===== src/rtl/icm_pkg.sv =====
package icm_pkg;
   // register byte addresses
   localparam logic [11:0] UPPER_CHANNEL_MASK_SET_OFFS = 12'h070;
   localparam logic [11:0] UPPER_CHANNEL_MASK_CLEAR_OFFS = 12'h074;
   localparam logic [11:0] RX_STATUS_OFFS = 12'h0f0;
   // mask reset value: undefined in hardware, zero here so nothing is received before setup
   localparam logic [31:0] MASK_RESET = 32'h0000_0000;
   localparam int MASK_BITS = 32;
   localparam logic [5:0] CHANNEL_BASE = 6'h20;
   localparam logic [5:0] CHANNEL_TOP = 6'h3f;
   localparam logic [31:0] RX_STATUS_RESET = 32'h0000_0000;
   typedef enum logic [1:0] {
      ICM_IDLE = 2'b00,
      ICM_ACCESS = 2'b01
   } icm_phase_type;
endpackage


===== src/rtl/icm_apb_decode.sv =====
`timescale 1ns/100ps
module icm_apb_decode (
   input wire logic [11:0] paddr,
   output logic hit_set,
   output logic hit_clear,
   output logic hit_status,
   output logic slverr
);
   always_comb begin
      hit_set = 1'b0;
      hit_clear = 1'b0;
      hit_status = 1'b0;
      slverr = 1'b0;
      if (paddr == icm_pkg::UPPER_CHANNEL_MASK_SET_OFFS) begin
         hit_set = 1'b1;
      end else if (paddr == icm_pkg::UPPER_CHANNEL_MASK_CLEAR_OFFS) begin
         hit_clear = 1'b1;
      end else if (paddr == icm_pkg::RX_STATUS_OFFS) begin
         hit_status = 1'b1;
      end else begin
         slverr = 1'b1;
      end
   end
endmodule


===== src/rtl/icm_chan_filter.sv =====
`timescale 1ns/100ps
module icm_chan_filter #(
   parameter int MASK_BITS = 32
) (
   input wire logic [MASK_BITS-1:0] mask,
   input wire logic [5:0] channel,
   output logic accept
);
   logic upper;
   logic [4:0] idx;
   always_comb begin
      // the lower 32 channels belong to another mask, so they never pass here
      upper = channel[5];
      idx = channel[4:0];
      accept = upper & mask[idx];
   end
endmodule


===== src/rtl/icm_upper_mask.sv =====
// The APB interface to the registers is this design's own decision.
`timescale 1ns/100ps
//Contract
//- set at 70h, clear at 74h, ones act
//- both addresses read mask, reads change nothing
//- 32 bits, bit n enables channel n+32
//- top bit set accepts channel 63
//- bottom bit set accepts channel 32
module icm_upper_mask #(
   parameter int MASK_BITS = icm_pkg::MASK_BITS
) (
   input wire logic pclk,
   input wire logic presetn,
   input wire logic psel,
   input wire logic penable,
   input wire logic pwrite,
   input wire logic [11:0] paddr,
   input wire logic [31:0] pwdata,
   input wire logic [3:0] pstrb,
   output logic [31:0] prdata,
   output logic pready,
   output logic pslverr,
   input wire logic pkt_valid,
   input wire logic [5:0] pkt_channel,
   output logic pkt_accept,
   output logic pkt_ignore,
   output logic [MASK_BITS-1:0] chan_mask,
   output logic rx_enable_chan_top,
   output logic rx_enable_chan_base_upper
);
   ////////////////////////////////////////////////////////////////////////
   typedef struct packed {
      icm_pkg::icm_phase_type phase;
      logic [MASK_BITS-1:0] mask;
      logic [31:0] rdata;
      logic ready;
      logic slverr;
      logic accept;
      logic ignore;
      logic [15:0] accept_cnt;
      logic [15:0] ignore_cnt;
   } icm_state_type;

   icm_state_type st_q;
   icm_state_type st_d;
   logic hit_set;
   logic hit_clear;
   logic hit_status;
   logic dec_err;
   logic filt_accept;
   logic [31:0] bmask;
   logic [31:0] wbits;

   icm_apb_decode u_dec (
      .paddr(paddr),
      .hit_set(hit_set),
      .hit_clear(hit_clear),
      .hit_status(hit_status),
      .slverr(dec_err)
   );

   icm_chan_filter #(.MASK_BITS(MASK_BITS)) u_filt (
      .mask(st_q.mask),
      .channel(pkt_channel),
      .accept(filt_accept)
   );

   ////////////////////////////////////////////////////////////////////////
   always_comb begin
      st_d = st_q;
      st_d.ready = 1'b0;
      st_d.slverr = 1'b0;
      bmask = {{8{pstrb[3]}}, {8{pstrb[2]}}, {8{pstrb[1]}}, {8{pstrb[0]}}};
      wbits = pwdata & bmask;
      // one wait state: setup, then access answered one cycle later
      case (st_q.phase)
         icm_pkg::ICM_IDLE: begin
            if (psel && penable) begin
               st_d.phase = icm_pkg::ICM_ACCESS;
               st_d.ready = 1'b1;
               st_d.slverr = dec_err;
               if (pwrite) begin
                  if (hit_set) begin
                     st_d.mask = st_q.mask | wbits[MASK_BITS-1:0];
                  end else if (hit_clear) begin
                     st_d.mask = st_q.mask & ~wbits[MASK_BITS-1:0];
                  end
                  st_d.rdata = 32'h0000_0000;
               end else if (hit_set || hit_clear) begin
                  st_d.rdata = 32'(st_q.mask);
               end else if (hit_status) begin
                  st_d.rdata = {st_q.accept_cnt, st_q.ignore_cnt};
               end else begin
                  st_d.rdata = 32'h0000_0000;
               end
            end
         end
         icm_pkg::ICM_ACCESS: begin
            st_d.phase = icm_pkg::ICM_IDLE;
         end
         default: begin
            st_d.phase = icm_pkg::ICM_IDLE;
         end
      endcase
      // packet filter: accept when mask bit for channel-32 is set
      st_d.accept = pkt_valid & filt_accept;
      st_d.ignore = pkt_valid & ~filt_accept;
      if (pkt_valid && filt_accept) begin
         st_d.accept_cnt = st_q.accept_cnt + 16'h0001;
      end
      if (pkt_valid && !filt_accept) begin
         st_d.ignore_cnt = st_q.ignore_cnt + 16'h0001;
      end
   end

   always_ff @(posedge pclk or negedge presetn) begin
      if (!presetn) begin
         st_q.phase <= icm_pkg::ICM_IDLE;
         st_q.mask <= icm_pkg::MASK_RESET[MASK_BITS-1:0];
         st_q.rdata <= 32'h0000_0000;
         st_q.ready <= 1'b0;
         st_q.slverr <= 1'b0;
         st_q.accept <= 1'b0;
         st_q.ignore <= 1'b0;
         st_q.accept_cnt <= 16'h0000;
         st_q.ignore_cnt <= 16'h0000;
      end else begin
         st_q <= st_d;
      end
   end

   ////////////////////////////////////////////////////////////////////////
   assign prdata = st_q.rdata;
   assign pready = st_q.ready;
   assign pslverr = st_q.slverr;
   assign pkt_accept = st_q.accept;
   assign pkt_ignore = st_q.ignore;
   assign chan_mask = st_q.mask;
   assign rx_enable_chan_top = st_q.mask[MASK_BITS-1];
   assign rx_enable_chan_base_upper = st_q.mask[0];

   ////////////////////////////////////////////////////////////////////////
   // bus side: every access is answered after exactly one wait state
   set_write_a: assert property (
      @(posedge pclk) disable iff (!presetn)
      (psel && penable && pwrite && !pready && paddr == icm_pkg::UPPER_CHANNEL_MASK_SET_OFFS && pstrb == 4'hf)
      |=> chan_mask == ($past(chan_mask) | $past(pwdata)))
      else $error("set write did not or ones into mask");

   clear_write_a: assert property (
      @(posedge pclk) disable iff (!presetn)
      (psel && penable && pwrite && !pready && paddr == icm_pkg::UPPER_CHANNEL_MASK_CLEAR_OFFS && pstrb == 4'hf)
      |=> chan_mask == ($past(chan_mask) & ~$past(pwdata)))
      else $error("clear write did not remove ones from mask");

   read_back_a: assert property (
      @(posedge pclk) disable iff (!presetn)
      (psel && penable && !pwrite && !pready
       && (paddr == icm_pkg::UPPER_CHANNEL_MASK_SET_OFFS || paddr == icm_pkg::UPPER_CHANNEL_MASK_CLEAR_OFFS))
      |=> pready && prdata == $past(chan_mask) && $stable(chan_mask))
      else $error("mask read returned wrong data or changed mask");

   other_stable_a: assert property (
      @(posedge pclk) disable iff (!presetn)
      !(psel && penable && pwrite)
      |=> $stable(chan_mask))
      else $error("mask changed without a write");

   zero_keep_a: assert property (
      @(posedge pclk) disable iff (!presetn)
      (psel && penable && pwrite && !pready)
      |=> ((chan_mask ^ $past(chan_mask)) & ~$past(pwdata[MASK_BITS-1:0])) == '0)
      else $error("zero write bit changed the mask");

   set_no_clear_a: assert property (
      @(posedge pclk) disable iff (!presetn)
      (psel && penable && pwrite && !pready && paddr == icm_pkg::UPPER_CHANNEL_MASK_SET_OFFS)
      |=> ($past(chan_mask) & ~chan_mask) == '0)
      else $error("set write cleared a mask bit");

   clear_no_set_a: assert property (
      @(posedge pclk) disable iff (!presetn)
      (psel && penable && pwrite && !pready && paddr == icm_pkg::UPPER_CHANNEL_MASK_CLEAR_OFFS)
      |=> (chan_mask & ~$past(chan_mask)) == '0)
      else $error("clear write set a mask bit");

   strobe_keep_a: assert property (
      @(posedge pclk) disable iff (!presetn)
      (psel && penable && pwrite && !pready && pstrb == 4'h0)
      |=> $stable(chan_mask))
      else $error("write with no byte lanes changed the mask");

   read_keep_a: assert property (
      @(posedge pclk) disable iff (!presetn)
      (psel && penable && !pwrite && !pready)
      |=> $stable(chan_mask))
      else $error("read changed the mask");

   unmapped_keep_a: assert property (
      @(posedge pclk) disable iff (!presetn)
      (psel && penable && !pready && paddr != icm_pkg::UPPER_CHANNEL_MASK_SET_OFFS
       && paddr != icm_pkg::UPPER_CHANNEL_MASK_CLEAR_OFFS)
      |=> $stable(chan_mask))
      else $error("access to another address changed the mask");

   access_answer_a: assert property (
      @(posedge pclk) disable iff (!presetn)
      (psel && penable && !pready)
      |=> pready)
      else $error("access not answered after one wait state");

   ready_pulse_a: assert property (
      @(posedge pclk) disable iff (!presetn)
      pready
      |=> !pready)
      else $error("ready stood longer than one cycle");

   ready_cause_a: assert property (
      @(posedge pclk) disable iff (!presetn)
      !(psel && penable)
      |=> !pready)
      else $error("ready without an access");

   err_with_ready_a: assert property (
      @(posedge pclk) disable iff (!presetn)
      pslverr
      |-> pready)
      else $error("error shown without ready");

   unmapped_err_a: assert property (
      @(posedge pclk) disable iff (!presetn)
      (psel && penable && !pready && paddr != icm_pkg::UPPER_CHANNEL_MASK_SET_OFFS
       && paddr != icm_pkg::UPPER_CHANNEL_MASK_CLEAR_OFFS && paddr != icm_pkg::RX_STATUS_OFFS)
      |=> pready && pslverr)
      else $error("unmapped access not flagged");

   mapped_ok_a: assert property (
      @(posedge pclk) disable iff (!presetn)
      (psel && penable && !pready
       && (paddr == icm_pkg::UPPER_CHANNEL_MASK_SET_OFFS || paddr == icm_pkg::UPPER_CHANNEL_MASK_CLEAR_OFFS))
      |=> pready && !pslverr)
      else $error("mask access flagged as error");

   unmapped_rdata_a: assert property (
      @(posedge pclk) disable iff (!presetn)
      (psel && penable && !pwrite && !pready && paddr != icm_pkg::UPPER_CHANNEL_MASK_SET_OFFS
       && paddr != icm_pkg::UPPER_CHANNEL_MASK_CLEAR_OFFS && paddr != icm_pkg::RX_STATUS_OFFS)
      |=> prdata == 32'h0)
      else $error("unmapped read returned data");

   ////////////////////////////////////////////////////////////////////////
   // packet side: the verdict stands one cycle after the header
   top_chan_a: assert property (
      @(posedge pclk) disable iff (!presetn)
      (pkt_valid && pkt_channel == icm_pkg::CHANNEL_TOP && rx_enable_chan_top)
      |=> pkt_accept)
      else $error("channel 63 refused while enabled");

   base_chan_a: assert property (
      @(posedge pclk) disable iff (!presetn)
      (pkt_valid && pkt_channel == icm_pkg::CHANNEL_BASE && rx_enable_chan_base_upper)
      |=> pkt_accept)
      else $error("channel 32 refused while enabled");

   cleared_ignore_a: assert property (
      @(posedge pclk) disable iff (!presetn)
      (pkt_valid && pkt_channel[5] && !chan_mask[pkt_channel[4:0]])
      |=> pkt_ignore && !pkt_accept)
      else $error("packet on disabled channel accepted");

   chan_map_a: assert property (
      @(posedge pclk) disable iff (!presetn)
      (pkt_valid && pkt_channel[5])
      |=> pkt_accept == $past(chan_mask[pkt_channel[4:0]]))
      else $error("channel n+32 not governed by bit n");

   lower_chan_a: assert property (
      @(posedge pclk) disable iff (!presetn)
      (pkt_valid && !pkt_channel[5])
      |=> pkt_ignore && !pkt_accept)
      else $error("lower channel packet accepted");

   top_chan_off_a: assert property (
      @(posedge pclk) disable iff (!presetn)
      (pkt_valid && pkt_channel == icm_pkg::CHANNEL_TOP && !rx_enable_chan_top)
      |=> pkt_ignore && !pkt_accept)
      else $error("channel 63 accepted while disabled");

   base_chan_off_a: assert property (
      @(posedge pclk) disable iff (!presetn)
      (pkt_valid && pkt_channel == icm_pkg::CHANNEL_BASE && !rx_enable_chan_base_upper)
      |=> pkt_ignore && !pkt_accept)
      else $error("channel 32 accepted while disabled");

   pkt_one_a: assert property (
      @(posedge pclk) disable iff (!presetn)
      pkt_valid
      |=> pkt_accept != pkt_ignore)
      else $error("packet got no verdict or two");

   pkt_quiet_a: assert property (
      @(posedge pclk) disable iff (!presetn)
      !pkt_valid
      |=> !pkt_accept && !pkt_ignore)
      else $error("verdict without a packet");
endmodule


===== config.mk =====
export PLATFORM = sky130hd
export DESIGN_NAME = icm_upper_mask
export DESIGN_NICKNAME = d
export VERILOG_FILES = /design/src/rtl/icm_pkg.sv /design/src/rtl/icm_apb_decode.sv /design/src/rtl/icm_chan_filter.sv /design/src/rtl/icm_upper_mask.sv
export SDC_FILE = /design/constraint.sdc
export NUM_CORES = 1
export LEC_CHECK = 0
export ABC_CLOCK_PERIOD_IN_PS = 4700
export BUFFER_PORTS_ARGS = -buffer_cell sky130_fd_sc_hd__buf_2
export CAP_MARGIN = 40
export CORE_AREA = 2 2 163 101
export DETAILED_ROUTE_END_ITERATION = 10
export DIE_AREA = 0 0 165 103
export SYNTH_ARGS = -nofsm -noshare
export SYNTH_HDL_FRONTEND = slang
export SYNTH_SLANG_ARGS = --single-unit

===== constraint.sdc =====
create_clock -name pclk -period 4.7 [get_ports pclk]
set_input_delay 1.175 -clock pclk [delete_from_list [all_inputs] [get_ports pclk]]
set_output_delay 1.175 -clock pclk [all_outputs]
set_load 0.01 [all_outputs]

==> out/qor.txt <==
status: complete, no violations
Data required, critical path: 4960 ps
WL/cell: 18.2 um
Worst EP arrival: 3630 ps
critical path's slowest cell: o2bb2ai_2
Layout fillers: 1599
hold_buf cts: 0
cell area power density: 316 mW/mm2
Core Footprint: 0.0157 mm2
Chip Height: 103 um
clock root buffer: clkbuf_16
Via density: 5.11
DR pass1 iterations: 4
setup TNS: 0 ps
aggregate global routing overflow: 0
Max Cap Viol: 0
path type of the worst setup path: in2reg
commonest non-fill, non-tap cell in the layout: buf_2
H-tree depth: 3
die area: 0.0170 mm2
clock sinks: 101
Mean Syn Cell Area: 10.7 um2
Synth Cell Area: 0.00532 mm2
crit-path max cell delay: 590 ps
die extent in x: 165 um
synth warn: 0
min Tclk post-route: 3370 ps
Port Buffer Count: 129
Peak VDD IR: 0.156 mV
DR iter-0 viols: 315
post-synthesis cell count: 497
worst-margin pin slew: 919 ps
DP HPWL: 10600 um
Initial Util: 33.8%
endpoints failing hold: 0
first-pass GRT wire length: 22100 um
Slew Viols, Final: 0
final setup fails: 0
Max Root-Sink Buffers: 2
number of global-route vias before repair: 3873
worst min path class: reg2reg
CTS tree: yes
Max-slew headroom: 38.7%
Final Net Count: 612
Resized Gates After CTS: 0
crit path cell chain: buf_2 > mux4_2 > mux2_2 > o2bb2ai_2 > buf_4 > o2111a_1 > xor2_1
syn_nets: 559
critical path peak fanout: 17
fmax: 297 MHz
Non-Filler Instances: 764
Pleak: 2.95 nW
number of I/O pins: 130
antenna violations before repair: 1
GPL Wtd Cong: 0.805
FFs w/ async S/R, synth: 100%
dpl cells: 748
largest net degree at the start of global routing: 51
Yosys cell types: 37
number of synthesized flops with an enable pin: 0
P&R area growth vs syn: 12.8%
gr usage total: 17.2%
total wire length: 13900 um
drt drc: 0
Startpoint Class: primary input
Reg clk slew, reported paths: 70 ps
Final Cycle Share: 71.7%
clock skew: 7.24 ps
Num CTS Buffers: 9
antenna viol nets, final: 0
share of post-route cells with drive strength above 1: 38.6%
Main synth FF type: dfrtp_1
row cnt: 36
Seq/Total Area, Yosys: 47.5%
setup repair bufs after CTS: 0
Worst setup EP type: register
RSZ-0062 raised after global routing: no
DR vias: 3905
clock latency on the worst-skew pair: 340 ps
#FFs+latches synth: 101
highest-count cells in the layout ignoring fill and taps: buf_2, dfrtp_1, nand2_1
==> sequential cells by signal (all words and copies together), names as in the netlist <==
name / cells
chan_mask: 32
pkt_ignore: 1
pready: 1
pslverr: 1
st_q: 33
pkt_accept: 1
prdata: 32
==> layout make-up <==
class	instances	area, um2	share of cell area, %
flip-flops and latches	101	2530	42.1
multi-input cells	293	2150	35.8
repair buffers	140	751	12.5
well taps	209	262	4.36
clock buffers	9	225	3.76
clock inverters	6	63.8	1.06
inverters	5	18.8	0.313
diodes	1	2.50	0.0417
==> worst paths after layout <==
path | slack (ps) | endpoint | start | depth (start not counted)
max | 1330 | st_q[12] | pkt_channel[1] | 7
min | 480 | prdata[5] | prdata[5] | 2
max reg2reg | 2090 | st_q[12] | chan_mask[31] | 6
min reg2reg | 480 | prdata[5] | prdata[5] | 2
max in group asynchronous | 3110 | chan_mask[3] | presetn | 2
min in group asynchronous | 860 | chan_mask[19] | presetn | 1
==> metrics by stage <==
stage	power, mW	hold slack [ps]	worst slack, ps	utilization, %	instance area (um2)
finish	1.90	476	1330	38.1	6000
global placement	1.17	458	1090	36.1	5670
CTS	1.92	482	1370	38.1	5990
floorplan	1.09	442	1730	-	5320
detailed placement	1.18	467	1020	36.3	5710
global route	1.99	498	1240	38.1	5990
==> synthesized netlist by cell type (all sizes together), types with 2 or more instances <==
cell	count	area share (%)
nand3	3	0.28
mux4	8	3.4
xor2	14	2.3
and2	2	0.24
ha	2	0.47
o2111ai	2	0.33
nor2	2	0.14
o21ai	35	3.3
or3	2	0.24
nor3	13	1.2
nor4	5	0.59
mux2	37	7.8
nand2b	2	0.24
dfrtp	101	48
nand4	8	0.94
xnor2	16	2.6
and3	11	1.3
a22oi	32	4.5
inv	5	0.35
clkbuf	19	1.3
and4	6	0.99
buf	79	11
o211ai	8	1.9
nand2	76	5.4
==> where the power goes <==
part | total, mW | leakage (nW) | internal (mW) | switching (mW)
clock | 0.734 | 0.138 | 0.410 | 0.324
sequential | 0.976 | 1.38 | 0.914 | 0.0617
combinational | 0.188 | 1.42 | 0.0808 | 0.107
total | 1.90 | 2.95 | 1.40 | 0.492
==> worst max-delay path, delay by kind of cell <==
kind	cells	cell delay, ps
multiplexers	2	830
AO/OA/AOI/OAI	2	810
buffers and inverters	2	660
XOR/XNOR	1	150
==> per-layer routing <==
metal	vias up	GRT usage, %	share of wire, %
met5	-	0	0
met4	0	2.68	0.64
met3	11	5.19	9.1
met2	163	24.0	39
met1	1940	26.4	51
li1	1791	-	-
==> kinds of logic after synthesis <==
logic type | Yosys count | share of synthesized area [%]
mux | 46 | 11.4
fa+ha+maj | 2 | 0.471
compound gates | 81 | 10.9
xor+xnor | 30 | 4.94
simple gates | 134 | 12.1
buf+inv | 103 | 12.5
flops | 101 | 47.5
(Power assumes the default switching activity.)
